### src/phk_pkg.sv
// phk_pkg: register offsets, field positions and timing constants for the
// housekeeping configuration register bank.
// assumes a 20 MHz system clock; ms/us figures are converted to cycles here.
package phk_pkg;

  // ----------------------------------------------------------------------
  // register offsets
  // ----------------------------------------------------------------------
  localparam logic [7:0] PHK_OFS_CFG3 = 8'h0f;
  localparam logic [7:0] PHK_OFS_CFG4 = 8'h10;
  localparam logic [7:0] PHK_OFS_CFG5 = 8'h11;
  localparam logic [7:0] PHK_OFS_CFG6 = 8'h12;

  // ----------------------------------------------------------------------
  // field positions
  // ----------------------------------------------------------------------
  // housekeeping_config_three
  localparam int PHK_PFS_HI = 4;
  localparam int PHK_PFS_LO = 2;
  localparam int PHK_PRD_HI = 1;
  localparam int PHK_PRD_LO = 0;
  // delay_share_softstart_config
  localparam int PHK_OWD_HI = 7;
  localparam int PHK_OWD_LO = 6;
  localparam int PHK_SHC_HI = 5;
  localparam int PHK_SHC_LO = 4;
  localparam int PHK_SSS_HI = 3;
  localparam int PHK_SSS_LO = 2;
  localparam int PHK_ADDR1_BIT = 1;
  localparam int PHK_LOCK_BIT = 0;
  // protection_polarity_config
  localparam int PHK_OCMASK_BIT = 7;
  localparam int PHK_PENPOL_BIT = 6;
  localparam int PHK_CBPOL_BIT = 5;
  localparam int PHK_ZRT_BIT = 2;
  localparam int PHK_GNDDIS_BIT = 1;
  localparam int PHK_CBLATCH_BIT = 0;
  // bits 4..3 reserved, read as zero
  localparam logic [7:0] PHK_CFG5_MASK = 8'he7;
  // ridethrough period field in the neighbouring register
  localparam int PHK_RTP_HI = 4;
  localparam int PHK_RTP_LO = 3;

  localparam logic [7:0] PHK_RESET_VAL = 8'h00;

  // ----------------------------------------------------------------------
  // timing
  // ----------------------------------------------------------------------
  localparam int PHK_CLK_HZ = 20000000;
  localparam int PHK_WARN_0_MS = 0;
  localparam int PHK_WARN_1_MS = 1;
  localparam int PHK_WARN_2_MS = 2;
  localparam int PHK_WARN_4_MS = 4;
  localparam int PHK_CYC_PER_MS = PHK_CLK_HZ / 1000;
  localparam int PHK_RT_US = 128;
  localparam int PHK_RT_US_CYC = PHK_RT_US * (PHK_CLK_HZ / 1000000);
  localparam int PHK_RT_S_CYC = PHK_CLK_HZ;
  localparam int PHK_ZRT_CYC = 2;
  localparam int PHK_CNT_W = 32;

  // ----------------------------------------------------------------------
  // pin function codes
  // ----------------------------------------------------------------------
  localparam logic [2:0] PHK_PF_ACOK_LO = 3'h0;
  localparam logic [2:0] PHK_PF_ACOK_HI = 3'h1;
  localparam logic [2:0] PHK_PF_POS_OV = 3'h2;
  localparam logic [2:0] PHK_PF_POS_UV = 3'h3;
  localparam logic [2:0] PHK_PF_NEG_OV = 3'h4;
  localparam logic [2:0] PHK_PF_NEG_UV = 3'h5;
  localparam logic [2:0] PHK_PF_FLAG = 3'h6;

  typedef enum logic [1:0] {
    PHK_BOOT_ADDR = 2'b00,
    PHK_BOOT_WAIT = 2'b01,
    PHK_RUN = 2'b10
  } phk_boot_t;

  // warn delay code to cycles: 00=2ms 01=0ms 10=1ms 11=4ms
  function automatic logic [PHK_CNT_W-1:0] phk_warn_cyc(input logic [1:0] code);
    case (code)
      2'b00: phk_warn_cyc = PHK_CNT_W'(PHK_WARN_2_MS * PHK_CYC_PER_MS);
      2'b01: phk_warn_cyc = PHK_CNT_W'(PHK_WARN_0_MS * PHK_CYC_PER_MS);
      2'b10: phk_warn_cyc = PHK_CNT_W'(PHK_WARN_1_MS * PHK_CYC_PER_MS);
      default: phk_warn_cyc = PHK_CNT_W'(PHK_WARN_4_MS * PHK_CYC_PER_MS);
    endcase
  endfunction : phk_warn_cyc

endpackage : phk_pkg

### src/phk_delay.sv
// phk_delay: programmable delay counter; done rises load plus one cycles after start.
// assumes start is a level held high for as long as the delay should run.
`timescale 1ns/1ps
module phk_delay
  import phk_pkg::*;
(
  // clock and reset
  input wire logic clk,
  input wire logic rstn,
  // control
  input wire logic start,
  input wire logic [PHK_CNT_W-1:0] load,
  // result
  output logic done
);

  logic [PHK_CNT_W-1:0] cnt_reg;
  logic [PHK_CNT_W-1:0] cnt_next;
  logic done_reg;
  logic done_next;

  always_comb begin
    cnt_next = cnt_reg;
    done_next = 1'b0;
    if (!start) begin
      cnt_next = '0;
    end else if (cnt_reg >= load) begin
      done_next = 1'b1;
    end else begin
      cnt_next = cnt_reg + PHK_CNT_W'(1);
    end
  end

  always_ff @(posedge clk or negedge rstn) begin
    if (!rstn) begin
      cnt_reg <= '0;
      done_reg <= 1'b0;
    end else begin
      cnt_reg <= cnt_next;
      done_reg <= done_next;
    end
  end

  assign done = done_reg;

endmodule : phk_delay

### src/phk_regs.sv
// phk_regs: housekeeping configuration registers with EEPROM shadow load,
// trim lock, overcurrent masking/ridethrough, polarity and breaker latch.
// assumes an SMBus slave front end presents byte writes and reads with
// one-cycle strobes, and an EEPROM reader answering one byte per request.
`timescale 1ns/1ps
module phk_regs
  import phk_pkg::*;
(
  // clock and reset
  input wire logic clk,
  input wire logic rstn,
  // smbus register access
  input wire logic wr_stb,
  input wire logic rd_stb,
  input wire logic [7:0] addr,
  input wire logic [7:0] wdata,
  output logic [7:0] rdata,
  output logic wr_rejected,
  // eeprom shadow load
  input wire logic reload_req,
  output logic ee_req,
  output logic [7:0] ee_addr,
  input wire logic ee_ack,
  input wire logic [7:0] ee_data,
  output logic boot_done,
  // neighbouring register bits
  input wire logic [7:0] cfg6_value,
  input wire logic power_enable_polarity_hi,
  input wire logic breaker_polarity_hi,
  // housekeeping inputs
  input wire logic overcurrent_raw,
  input wire logic gnd_ok_in,
  input wire logic mains_good_in,
  input wire logic pin_cmp_above,
  input wire logic power_on_req,
  input wire logic breaker_clear,
  // housekeeping outputs
  output logic overcurrent_flag,
  output logic overcurrent_fault,
  output logic gnd_ok_to_debounce,
  output logic power_enable_out,
  output logic circuit_breaker_out,
  output logic pin_oe,
  output logic mains_good_out,
  output logic pin_five_flag,
  output logic pin_ov_flag,
  output logic pin_uv_flag,
  output logic power_off_warn,
  output logic [1:0] share_capture_sel,
  output logic [1:0] soft_start_step_sel,
  output logic second_address_bit,
  output logic [1:0] power_request_debounce_sel
);

  // ----------------------------------------------------------------------
  // register state
  // ----------------------------------------------------------------------
  logic [7:0] cfg3_reg, cfg3_next;
  logic [7:0] cfg4_reg, cfg4_next;
  logic [7:0] cfg5_reg, cfg5_next;
  phk_boot_t boot_reg, boot_next;
  logic [7:0] eaddr_reg, eaddr_next;
  logic [7:0] rdata_reg, rdata_next;
  logic rej_reg, rej_next;
  logic bdone_reg, bdone_next;
  logic ereq_reg, ereq_next;

  logic locked;
  logic is_trim;
  assign locked = cfg4_reg[PHK_LOCK_BIT];
  assign is_trim = (addr == PHK_OFS_CFG3) || (addr == PHK_OFS_CFG4) || (addr == PHK_OFS_CFG5);

  always_comb begin
    cfg3_next = cfg3_reg;
    cfg4_next = cfg4_reg;
    cfg5_next = cfg5_reg;
    boot_next = boot_reg;
    eaddr_next = eaddr_reg;
    rdata_next = rdata_reg;
    rej_next = 1'b0;
    unique case (boot_reg)
      PHK_BOOT_ADDR: begin
        boot_next = PHK_BOOT_WAIT;
      end
      PHK_BOOT_WAIT: begin
        if (ee_ack) begin
          // shadow copy overrides any lock: besides reset, the only path that clears it
          unique case (eaddr_reg)
            PHK_OFS_CFG3: cfg3_next = ee_data;
            PHK_OFS_CFG4: cfg4_next = ee_data;
            default: cfg5_next = ee_data & PHK_CFG5_MASK;
          endcase
          if (eaddr_reg == PHK_OFS_CFG5) begin
            boot_next = PHK_RUN;
          end else begin
            eaddr_next = eaddr_reg + 8'h01;
            boot_next = PHK_BOOT_ADDR;
          end
        end
      end
      PHK_RUN: begin
        if (reload_req) begin
          eaddr_next = PHK_OFS_CFG3;
          boot_next = PHK_BOOT_ADDR;
        end else if (wr_stb && is_trim && locked) begin
          rej_next = 1'b1;
        end else if (wr_stb) begin
          unique case (addr)
            PHK_OFS_CFG3: cfg3_next = wdata;
            PHK_OFS_CFG4: cfg4_next = wdata;
            PHK_OFS_CFG5: cfg5_next = wdata & PHK_CFG5_MASK;
            default: rej_next = 1'b1;
          endcase
        end
      end
      default: boot_next = PHK_BOOT_ADDR;
    endcase
    bdone_next = (boot_next == PHK_RUN);
    ereq_next = (boot_next == PHK_BOOT_WAIT);
    if (rd_stb) begin
      unique case (addr)
        PHK_OFS_CFG3: rdata_next = cfg3_reg;
        PHK_OFS_CFG4: rdata_next = cfg4_reg;
        PHK_OFS_CFG5: rdata_next = cfg5_reg;
        default: rdata_next = PHK_RESET_VAL;
      endcase
    end
  end

  always_ff @(posedge clk or negedge rstn) begin
    if (!rstn) begin
      cfg3_reg <= PHK_RESET_VAL;
      cfg4_reg <= PHK_RESET_VAL;
      cfg5_reg <= PHK_RESET_VAL;
      boot_reg <= PHK_BOOT_ADDR;
      eaddr_reg <= PHK_OFS_CFG3;
      rdata_reg <= PHK_RESET_VAL;
      rej_reg <= 1'b0;
      bdone_reg <= 1'b0;
      ereq_reg <= 1'b0;
    end else begin
      cfg3_reg <= cfg3_next;
      cfg4_reg <= cfg4_next;
      cfg5_reg <= cfg5_next;
      boot_reg <= boot_next;
      eaddr_reg <= eaddr_next;
      rdata_reg <= rdata_next;
      rej_reg <= rej_next;
      bdone_reg <= bdone_next;
      ereq_reg <= ereq_next;
    end
  end

  // ----------------------------------------------------------------------
  // housekeeping logic
  // ----------------------------------------------------------------------
  logic run;
  logic zero_rt;
  logic [1:0] rt_code;
  logic [PHK_CNT_W-1:0] rt_cyc, rt_step;
  logic [PHK_CNT_W-1:0] warn_cyc;
  logic rt_done;
  logic warn_done;
  assign run = (boot_reg == PHK_RUN);
  assign zero_rt = cfg5_reg[PHK_ZRT_BIT];
  assign rt_code = cfg6_value[PHK_RTP_HI:PHK_RTP_LO];
  assign warn_cyc = phk_warn_cyc(cfg4_reg[PHK_OWD_HI:PHK_OWD_LO]);

  // bit set: short steps, only a residual delay; bit clear: whole seconds
  assign rt_step = zero_rt ? PHK_CNT_W'(PHK_RT_US_CYC) : PHK_CNT_W'(PHK_RT_S_CYC);
  assign rt_cyc = rt_step * (PHK_CNT_W'(rt_code) + PHK_CNT_W'(1));

  phk_delay u_ridethrough (
    .clk(clk),
    .rstn(rstn),
    .start(overcurrent_raw && run),
    .load(rt_cyc),
    .done(rt_done)
  );
  phk_delay u_warn (
    .clk(clk),
    .rstn(rstn),
    .start(!power_on_req && run),
    .load(warn_cyc),
    .done(warn_done)
  );

  logic oc_flag_reg, oc_flag_next;
  logic oc_fault_reg, oc_fault_next;
  logic gnd_reg, gnd_next;
  logic cb_state_reg, cb_state_next;
  logic pen_reg, pen_next;
  logic cb_reg, cb_next;
  logic pin_oe_reg, pin_oe_next;
  logic mg_reg, mg_next;
  logic pf_reg, pf_next;
  logic ov_reg, ov_next;
  logic uv_reg, uv_next;
  logic warn_reg, warn_next;
  logic [2:0] pfs;
  assign pfs = cfg3_reg[PHK_PFS_HI:PHK_PFS_LO];

  always_comb begin
    oc_flag_next = rt_done;
    oc_fault_next = rt_done && !cfg5_reg[PHK_OCMASK_BIT];
    gnd_next = gnd_ok_in || cfg5_reg[PHK_GNDDIS_BIT];
    cb_state_next = oc_fault_next || (cfg5_reg[PHK_CBLATCH_BIT] && cb_state_reg
                    && !breaker_clear);
    pen_next = (power_on_req && !oc_fault_next) ^ cfg5_reg[PHK_PENPOL_BIT]
               ^ power_enable_polarity_hi;
    cb_next = cb_state_next ^ cfg5_reg[PHK_CBPOL_BIT] ^ breaker_polarity_hi;
    warn_next = warn_done;
    pin_oe_next = (pfs == PHK_PF_ACOK_LO) || (pfs == PHK_PF_ACOK_HI);
    mg_next = mains_good_in ^ (pfs == PHK_PF_ACOK_LO);
    pf_next = (pfs >= PHK_PF_POS_OV) && (pfs <= PHK_PF_FLAG) && pin_cmp_above;
    ov_next = ((pfs == PHK_PF_POS_OV) && pin_cmp_above)
              || ((pfs == PHK_PF_NEG_OV) && !pin_cmp_above);
    uv_next = ((pfs == PHK_PF_POS_UV) && !pin_cmp_above)
              || ((pfs == PHK_PF_NEG_UV) && pin_cmp_above);
  end

  always_ff @(posedge clk or negedge rstn) begin
    if (!rstn) begin
      oc_flag_reg <= 1'b0;
      oc_fault_reg <= 1'b0;
      gnd_reg <= 1'b0;
      cb_state_reg <= 1'b0;
      pen_reg <= 1'b0;
      cb_reg <= 1'b0;
      pin_oe_reg <= 1'b0;
      mg_reg <= 1'b0;
      pf_reg <= 1'b0;
      ov_reg <= 1'b0;
      uv_reg <= 1'b0;
      warn_reg <= 1'b0;
    end else begin
      oc_flag_reg <= oc_flag_next;
      oc_fault_reg <= oc_fault_next;
      gnd_reg <= gnd_next;
      cb_state_reg <= cb_state_next;
      pen_reg <= pen_next;
      cb_reg <= cb_next;
      pin_oe_reg <= pin_oe_next;
      mg_reg <= mg_next;
      pf_reg <= pf_next;
      ov_reg <= ov_next;
      uv_reg <= uv_next;
      warn_reg <= warn_next;
    end
  end

  // ----------------------------------------------------------------------
  // outputs
  // ----------------------------------------------------------------------
  assign rdata = rdata_reg;
  assign wr_rejected = rej_reg;
  assign ee_req = ereq_reg;
  assign ee_addr = eaddr_reg;
  assign boot_done = bdone_reg;
  assign overcurrent_flag = oc_flag_reg;
  assign overcurrent_fault = oc_fault_reg;
  assign gnd_ok_to_debounce = gnd_reg;
  assign power_enable_out = pen_reg;
  assign circuit_breaker_out = cb_reg;
  assign pin_oe = pin_oe_reg;
  assign mains_good_out = mg_reg;
  assign pin_five_flag = pf_reg;
  assign pin_ov_flag = ov_reg;
  assign pin_uv_flag = uv_reg;
  assign power_off_warn = warn_reg;
  assign share_capture_sel = cfg4_reg[PHK_SHC_HI:PHK_SHC_LO];
  assign soft_start_step_sel = cfg4_reg[PHK_SSS_HI:PHK_SSS_LO];
  assign second_address_bit = cfg4_reg[PHK_ADDR1_BIT];
  assign power_request_debounce_sel = cfg3_reg[PHK_PRD_HI:PHK_PRD_LO];

endmodule : phk_regs

### config.mk
export PLATFORM = sky130hd
export DESIGN_NAME = phk_regs
export DESIGN_NICKNAME = d
export VERILOG_FILES = /design/src/phk_pkg.sv /design/src/phk_delay.sv /design/src/phk_regs.sv
export SDC_FILE = /design/constraint.sdc
export NUM_CORES = 1
export LEC_CHECK = 0
export BUFFER_PORTS_ARGS = -buffer_cell sky130_fd_sc_hd__buf_2
export CAP_MARGIN = 0
export CORE_MARGIN = 5
export CORE_UTILIZATION = 59
export CTS_CLUSTER_DIAMETER = 200
export DETAILED_ROUTE_END_ITERATION = 10
export GPL_ROUTABILITY_DRIVEN = 0
export GPL_TIMING_DRIVEN = 0
export MAX_ROUTING_LAYER = met4
export PLACE_DENSITY = 0.81
export SYNTH_ARGS = -nofsm -noshare
export SYNTH_HDL_FRONTEND = slang
export SYNTH_SLANG_ARGS = --single-unit
export TNS_END_PERCENT = 50
### constraint.sdc
create_clock -name clk -period 4.8 [get_ports clk]
set_input_delay 0.72 -clock clk [delete_from_list [all_inputs] [get_ports clk]]
set_output_delay 0.72 -clock clk [all_outputs]
set_load 0.005 [all_outputs]
======== Yosys cells after proc, flatten, opt, wreduce, memory -nomap -nowiden ========
Index checks and enable logic that the tools add are counted.
storage, ports and cells
  output and inout port bits .............. 37
  bits in registers ....................... 123
operators by class
  muxes and demuxes ....................... 45
  bitwise operators ....................... 5
  add/sub/neg operators ................... 4
  magnitude comparators ................... 4
  equality and inequality tests ........... 31
  $mul .................................... 1
  reductions and logical operators ........ 36
operator list
  cell                                                                      number
  8-bit two-way mux                                                         21
  32-bit two-way mux                                                        4
  32-bit by 1-bit adder with 32-bit output (second input constant)          2
  8-bit case mux with 2 select lines                                        4
  17-bit case mux with 3 select lines                                       1
  8-bit by 5-bit == test with 1-bit output (second input constant)          4
  32-bit by 17-bit greater-or-equal comparator with 1-bit output            1
  32-bit by 28-bit greater-or-equal comparator with 1-bit output            1
  25-bit by 3-bit multiplier with 28-bit output                             1
  25-bit two-way mux                                                        1
  8-bit case mux with 3 select lines                                        1
  7-bit AND reduction                                                       3
  2-bit inequality test (second input constant)                             9
  8-bit by 4-bit == test with 1-bit output (second input constant)          2
  1-bit logical AND                                                         14
  2-bit by 1-bit inequality test with 1-bit output (second input constant)  5
  1-bit two-way mux                                                         9
  8-bit by 1-bit adder with 8-bit output (second input constant)            1
  1-bit logical OR                                                          7
  2-bit by 1-bit == test with 1-bit output (second input constant)          3
  2-bit == test (second input constant)                                     3
  3-bit by 2-bit == test with 1-bit output (second input constant)          2
  3-bit == test (second input constant)                                     2
  2-bit two-way mux                                                         3
  other kinds (13)                                                          22

======== Logic depth before layout (Yosys ltp) ========
Gate-level depths: netlist of the first run.
  depth in word-level cells ............... 8
  gate-level depth with buffers ........... 22

======== Hierarchy ========
Synthesis of the first run repeated with hierarchy kept, for this count alone.
unflattened totals
  cell total of the unflattened synthesis .. 943
  area total of the unflattened synthesis .. 8755.9 µm²
modules (own cells, without submodules)
  module                      area each (µm²)  cells an instance  instances
  phk_regs                    3243.1           321                1
  phk_delay at u_ridethrough  2962.8           319                1
  phk_delay at u_warn         2549.9           303                1

======== Least setup slack after synthesis of the first run ========
Ideal clock, no wire load.
  path kind ............................... in2reg
  from .................................... in cfg6_value[3]
  to ...................................... reg u_ridethrough.cnt_reg[14]
  buffers on the path ..................... 1
  required time ........................... 4722 ps
  setup slack ............................. 405 ps
  arrival time ............................ 4317 ps
  stages .................................. 20
  cells stage by stage .................... ha_1 > nor2b_1 > inv_1 > nand2_1 > ha_1 > ha_1 > a21o_1 > a21oi_1 > nand2b_1 > a31o_2 > nand2_1 > xnor2_1 > ha_1 > a21oi_1 > o21ai_0 > a22oi_1 > o211ai_2 > buf_6 > or4_1 > a21oi_1
on the way
  cells in the longest elaborated chain, start to end .. 4
RTL lines
  element                                                         line             source
  from (decl)                                                     phk_regs.sv:27   input wire logic [7:0] cfg6_value,
  2-bit by 1-bit adder with 3-bit output                          phk_regs.sv:171  assign rt_cyc = rt_step * (PHK_CNT_W'(rt_code) + PHK_CNT_W'(1));
  25-bit by 3-bit multiplier with 28-bit output                   phk_regs.sv:171
  32-bit by 28-bit greater-or-equal comparator with 1-bit output  phk_delay.sv:27  end else if (cnt_reg >= load) begin
  2-bit inequality test (no line)                                 n/a
  to (signal assigned)                                            phk_delay.sv:39  cnt_reg <= cnt_next;
  to (decl)                                                       phk_delay.sv:17  logic [PHK_CNT_W-1:0] cnt_reg;
Every way passes these cells.
A chain may end at the register's enable or synchronous reset.

======== Final worst setup path of the first run ========
  from .................................... in cfg6_value[3]
  to ...................................... reg u_ridethrough.cnt_reg[8]
Same word-level chain as after synthesis.

==> results of run 1 <==
## metrics by stage
stage | setup slack (ns) | TNS (ns) | instances | hold WS (ns) | utilization [%]
after floorplan | 0.405 | 0 | 721 | 0.331 | -
after global placement | -0.0746 | -0.568 | 939 | 0.332 | 65.5
after detailed placement | -0.243 | -5.25 | 940 | 0.336 | 65.8
after CTS | 0.152 | 0 | 972 | 0.142 | 70.8
after global routing | 0.0975 | 0 | 973 | 0.143 | 71.0
final | 0.290 | 0 | 973 | 0.151 | 71.0
## power groups by stage
| stage | Clock, mW | Combinational (mW) | Sequential, mW |
|---|---|---|---|
| floorplan | 0 | 0.540 | 1.30 |
| CTS | 1.25 | 0.826 | 1.31 |
| global placement | 0 | 0.769 | 1.31 |
| detailed placement | 0 | 0.813 | 1.32 |
| global route | 1.31 | 0.924 | 1.33 |
| finish | 1.25 | 0.828 | 1.31 |
## layout make-up
| cell class | instances | area share (%) |
|---|---|---|
| antenna | 1 | 0.0306 |
| buffer | 41 | 2.54 |
| clock buffer | 20 | 5.71 |
| clock inverter | 12 | 1.41 |
| inverter | 30 | 1.38 |
| multi-input combinational | 529 | 44.6 |
| sequential | 121 | 37.1 |
| tap | 143 | 2.19 |
| timing repair buffer | 76 | 5.01 |
## logic make-up (layout without fill, tap and decap cells)
logic type,count (synthesis),count (layout),share of synthesized area [%]
buffers and inverters,71,179,4.58
multiplexers,23,23,3.69
other,1,2,0.0537
XOR/XNOR,19,19,2.38
AO/OA/AOI/OAI,151,151,14.2
adder cells (fa/ha/maj),57,57,10.3
AND/OR/NAND/NOR,278,278,21.4
flip-flops,121,121,43.4
## worst register-to-register path: cells and delay by family, from the launching register on
| kind | cells | cell delay [ns] |
|---|---|---|
| AO/OA/AOI/OAI | 9 | 1.51 |
| adder cells (fa/ha/maj) | 3 | 0.87 |
| AND/OR/NAND/NOR | 3 | 0.82 |
| buffers and inverters | 3 | 0.80 |
| flip-flops | 1 | 0.32 |
## timing repair
item / in CTS / in global routing
setup endpoints to repair: 0 / 29
setup buffers: 0 / 0
gates resized for setup: 0 / 3
hold buffers: 0 / 0
## placed cells by master (no fill, tap or decap), drive strengths merged, types with 22 or more instances in the layout
cell    Yosys  final
dfrtp     117    117
o21ai      24     24
ha         56     56
mux2       22     22
a21oi      47     47
clkbuf     20     40
nor2       33     33
inv        30     33
nand3      30     30
buf        21     97
nand2      74     74
## worst paths after layout
| path | slack (ns) | start | endpoint | cells after the start |
|---|---|---|---|---|
| max | 0.29 | cfg6_value[3] | u_ridethrough.cnt_reg[8]$_DFFE_PN0P_ | 21 |
| max in group asynchronous | 3.89 | rstn | ee_addr[0]$_DFFE_PN1P_ | 2 |
| min in group clk | 0.35 | u_warn.done$_DFF_PN0_ | power_off_warn$_DFF_PN0_ | 0 |
| max reg2reg | 0.38 | cfg5_reg[2]$_DFFE_PN0P_ | u_ridethrough.cnt_reg[8]$_DFFE_PN0P_ | 18 |
| min reg2reg | 0.35 | u_warn.done$_DFF_PN0_ | power_off_warn$_DFF_PN0_ | 0 |
| min | 0.15 | rstn | u_warn.cnt_reg[28]$_DFFE_PN0N_ | 1 |
## routing by layer
| metal | vias up | part of all wire (%) | GRT usage [%] |
|---|---|---|---|
| li1 | 2808 | - | - |
| met1 | 2921 | 40 | 31.4 |
| met2 | 294 | 49 | 41.1 |
| met3 | 49 | 7.8 | 6.30 |
| met4 | 0 | 2.5 | 9.41 |
| met5 | - | 0 | - |
==> out/qor.csv, run 1 <==
stage,metric,value,unit
sta,clock.fmax,0.222,GHz
clock_tree,cts_tree,built,
global_route,grt.total_usage,25.5,%
logic_synthesis,yosysMostFrequentCell,dfrtp_1,
logic_synthesis,synthCells,721,
place,dp_hpwl,12.2,mm
pwr,powerDensity,414,nW/um2
logic_synthesis,synth_edf_count,0,
setup_path,crit_type,in -> reg,
setup_path,start_kind,primary input,
floorplanning,die_h,119,um
logic_synthesis,netlist.area_leader.share,41.9,%
final_layout,n_fill_cell,840,
logic_synthesis,ys_seq_elements,121,
logic_synthesis,yosysSeqAreaShare,43.4,%
sta,slew_headroom,47.6,%
setup_path,path_delay_family,compound AO/OA/AOI/OAI gates,
pwr,p_int,2.33,mW
logic_synthesis,synth_ff_type,dfrtp_1,
clock_tree,clk_latency,0.42,ns
sta,rsz0062_at_grt,false,
routing,drtPass1Iterations,8,
setup_path,cp.buffers_inverters,3,
clock_tree,numClockSinks,121,
pwr,p_leak,3.89,nW
clock_tree,root_buffer,clkbuf_16,
status,status,"finished, final reports clean",
setup_path,worstPathMaxFanout,10,
pwr,power,3.38,mW
routing,ant_nets,0,
routing,wl_per_cell,17.7,um
final_layout,finalInstanceArea,8170,um2
hold_path,hp-class,in -> async,
logic_synthesis,synth_cell_type_count,59,
setup_path,crit_top_cell,ha_1,
floorplanning,num_rows,39,
sta,clock_skew,0.0103,ns
place,placed_area,7570,um2
sta,min_period_over_period,94.0,%
global_route,antenna_found_initial,1,
logic_synthesis,netlist_top_cells_area,"dfrtp_1 (42%), ha_1 (10%), nand2_1 (4.0%), mux2_2 (3.5%), a21oi_1 (3.4%)",
routing,drc,0,
floorplanning,start_util,60.7,%
flow_run,cap_viol_max_count,0,
logic_synthesis,synth_top_area_cell,dfrtp_1,
logic_synthesis,ys_async_sr_fraction,100,%
floorplanning,chipWidth,119,um
setup_path,slowest_stage,or3_1,
final_layout,drive_gt1_share,19.2,%
pwr,p_sw_share,31.2,%
logic_synthesis,syn-num-nets,824,
setup_path,max_stage_delay,0.41,ns
global_route,grt_max_degree,102,
routing,num_vias,6072,
logic_synthesis,syn_avg_cell_area,9.69,um2
routing,wl,17.3,mm
clock_tree,clock_path_buffers,2,
clock_tree,htreeDepth,4,
logic_synthesis,yosys-top-cells-count,"dfrtp_1 (117), nand2_1 (74), ha_1 (56)",
setup_path,crit_path_cell_trace,"buf_2, ha_1, nor2b_4, inv_1, nand2_1, ha_1, ha_1, a21o_1, a21oi_1, nand2b_1, a31o_2, nand2_1, xnor2_1, ha_1, a21oi_1, o21ai_0, a22oi_1, o211ai_2, clkbuf_1, or3_1, a21oi_1",
clock_tree,clk_pin_slew,0.06,ns
clock_tree,numCtsBuffers,17,
final_layout,nNetsFinal,919,
setup_path,cp.required,5.12,ns
setup_path,arrival,4.83,ns
global_route,grt_pass1_vias,6058,
pwr,power_frac_clock,36.8,%
global_route,gr-total-overflow,0,
sta,period_needed,4.51,ns
floorplanning,ios,83,
place,port_buffers,75,
sta,final_max_slew_viol_count,0,
sta,worst_pin_slew,0.783,ns
routing,drt_iter0_drc,589,
floorplanning,die_area,14100,um2
logic_synthesis,synth_area,6990,um2
pwr,p_sw,1.06,mW
final_layout,multiInputGateArea,3650,um2
sta,finalHoldViolCount,0,
final_layout,area_growth,17.0,%
pwr,pwr-share-comb,24.5,%
floorplanning,coreArea,11500,um2
routing,viasPerCell,6.24,
global_route,grt_pass1_wl,28.5,mm
logic_synthesis,ys_warn_count,0,
final_layout,regArea,3030,um2
pwr,pwr-share-seq,38.7,%
pwr,ir_drop,261,uV
setup_path,cp-end-kind,flip-flop,
sta,finalSetupViolCount,0,
Note: power is estimated with default switching activity, not from simulation.
==> run 2: changes to the inputs <==
Settings changed: CORE_MARGIN 5 to 1.
==> out/qor.csv, run 2 (same netlist as run 1, synthesis figures left out) <==
stage,metric,value,unit,change
status,status,"finished, final reports clean",,unchanged
sta,min_period_over_period,92.4,%,was 94.0%
floorplanning,start_util,60.9,%,was 60.7%
routing,drt_iter0_drc,440,,was 589
setup_path,slowest_stage,or3_1,,unchanged
floorplanning,die_h,111,um,was 119 um
global_route,grt_pass1_vias,6095,,was 6058
setup_path,cp.required,5.13,ns,was 5.12 ns
global_route,grt_max_degree,108,,was 102
floorplanning,chipWidth,111,um,was 119 um
setup_path,reg2reg_depth,18,,unchanged
setup_path,cp-end-kind,flip-flop,,unchanged
place,dp_hpwl,11.8,mm,was 12.2 mm
routing,wl_met1,7.13,mm,was 6.97 mm
clock_tree,hold_buffers,0,,unchanged
setup_path,rr_endpoint,u_ridethrough.cnt_reg[12]$_DFFE_PN0P_,,was u_ridethrough.cnt_reg[8]$_DFFE_PN0P_
place,place_ws,-0.284,ns,was -0.243 ns
setup_path,r2r_start,cfg5_reg[2]$_DFFE_PN0P_,,unchanged
final_layout,layout_common_cells,"dfrtp_1 (117), buf_2 (78), nand2_1 (74), ha_1 (56), a21oi_1 (47)",,unchanged
sta,worst_pin_slew,0.709,ns,was 0.783 ns
routing,num_vias,5954,,was 6072
pwr,ir_drop,324,uV,was 261 uV
routing,dr_wl_met3,888,um,was 1.34 mm
routing,drtPass1Iterations,5,,was 8
routing,wl_met2,8.25,mm,was 8.52 mm
sta,period_needed,4.44,ns,was 4.51 ns
clock_tree,cts_tree,built,,unchanged
final_layout,final_common_cell,dfrtp_1,,unchanged
pwr,powerDensity,423,nW/um2,was 414 nW/um2
global_route,gr-total-overflow,0,,unchanged
place,port_buffers,75,,unchanged
routing,wl_per_cell,17.2,um,was 17.7 um
clock_tree,htreeDepth,4,,unchanged
setup_path,reg2reg_slack,0.39,ns,was 0.38 ns
setup_path,arrival,4.77,ns,was 4.83 ns
pwr,p_leak,3.91,nW,was 3.89 nW
clock_tree,clk_latency,0.42,ns,about the same
clock_tree,numCtsBuffers,17,,unchanged
final_layout,n_fill_cell,816,,was 840
setup_path,worstPathMaxFanout,10,,unchanged
pwr,power,3.47,mW,was 3.38 mW
sta,finalWorstSetupSlack,0.363,ns,was 0.290 ns
final_layout,diodes,0,,was 1
setup_path,crit_top_cell,ha_1,,unchanged
setup_path,crit_path_cell_trace,"buf_2, ha_1, nor2b_4, inv_1, nand2_1, ha_1, ha_1, a21o_1, a21oi_1, nand2b_1, a31o_2, nand2_1, xnor2_1, ha_1, a21oi_1, o21ai_0, a22oi_1, o211ai_2, clkbuf_1, or3_1, a21oi_1",,unchanged
routing,viasPerCell,6.13,,was 6.24
sta,clock_skew,0.0103,ns,about the same
global_route,grt_pass1_wl,28.4,mm,was 28.5 mm
sta,slew_headroom,52.5,%,was 47.6%
clock_tree,root_buffer,clkbuf_16,,unchanged
flow_run,cap_viol_max_count,0,,unchanged
clock_tree,clock_path_buffers,2,,unchanged
global_route,grt.total_usage,29.7,%,was 25.5%
floorplanning,num_rows,39,,unchanged
routing,wl,16.7,mm,was 17.3 mm
clock_tree,postCtsSetupRepairBufs,0,,unchanged
hold_path,hp-class,in -> async,,unchanged
setup_path,start_kind,primary input,,unchanged
sta,finalSetupViolCount,0,,unchanged
final_layout,final_util,71.5,%,was 71.0%
routing,drc,0,,unchanged
setup_path,max_stage_delay,0.42,ns,was 0.41 ns
routing,ant_nets,0,,unchanged
sta,final_max_slew_viol_count,0,,unchanged
sta,finalHoldViolCount,0,,unchanged
sta,rsz0062_at_grt,false,,unchanged
setup_path,crit_type,in -> reg,,unchanged
routing,routed.top_layer,met4,,unchanged
clock_tree,post_cts_resized,0,,unchanged
global_route,antenna_found_initial,0,,was 1
floorplanning,coreArea,11500,um2,about the same
sta,clock.fmax,0.225,GHz,was 0.222 GHz
final_layout,area_growth,17.4,%,was 17.0%
clock_tree,clk_pin_slew,0.06,ns,about the same
clock_tree,numClockSinks,121,,unchanged
floorplanning,die_area,12300,um2,was 14100 um2
final_layout,nNetsFinal,919,,unchanged
final_layout,drive_gt1_share,18.9,%,was 19.2%
floorplanning,ios,83,,unchanged
==> run 2: per-stage QoR <==
step / setup TNS, ns / instances / hold WS (ns) / area [um2]
CTS: 0 / 972 / 0.116 / 8190
detailed placement: -5.77 / 940 / 0.337 / 7570
global placement: -0.352 / 939 / 0.338 / 7540
floorplan: 0 / 721 / 0.331 / 6990
finish: 0 / 972 / 0.122 / 8200
global route: 0 / 972 / 0.118 / 8200
==> run 2: cell type report <==
class	count	area (um2)	area share, %
tap	143	179	2.18
buffer	41	208	2.53
timing repair buffer	76	409	4.99
sequential	121	3030	37.0
inverter	30	113	1.37
multi-input combinational	529	3640	44.4
clock inverter	12	163	1.98
clock buffer	20	457	5.57
==> run 2: how the worst max path moves through the flow <==
stage | from | to | slack [ns] | cells after the start
after global placement | cfg6_value[3] | u_ridethrough.cnt_reg[19]$_DFFE_PN0P_ | -0.06 | 19
after global routing | cfg6_value[3] | u_ridethrough.cnt_reg[12]$_DFFE_PN0P_ | 0.04 | 21
after floorplan | cfg6_value[3] | u_ridethrough.cnt_reg[14]$_DFFE_PN0P_ | 0.41 | 20
after detailed placement | cfg6_value[3] | u_ridethrough.cnt_reg[12]$_DFFE_PN0P_ | -0.28 | 21
after CTS | cfg6_value[3] | u_ridethrough.cnt_reg[12]$_DFFE_PN0P_ | 0.16 | 21
final | cfg6_value[3] | u_ridethrough.cnt_reg[12]$_DFFE_PN0P_ | 0.36 | 21
==> run 2: worst max-delay path, delay by kind of cell <==
family	cells	cell delay (ns)
AOI/OAI and AO/OA	8	1.40
adders and majority gates	4	1.14
and+or+nand+nor	5	0.84
buffers and inverters	3	0.55
xor gates and xnor gates	1	0.13
==> run 2: report_power, final <==
group / leakage, nW / switching, mW / internal, mW
Combinational: 2.02 / 0.426 / 0.391
Clock: 0.298 / 0.488 / 0.852
Sequential: 1.59 / 0.135 / 1.18
==> run 2: routing by layer <==
layer / vias up / GRT usage, %
li1: 2804 / -
met1: 2896 / 36.3
met2: 208 / 47.2
met3: 46 / 6.45
met4: 0 / 13.6
met5: - / -
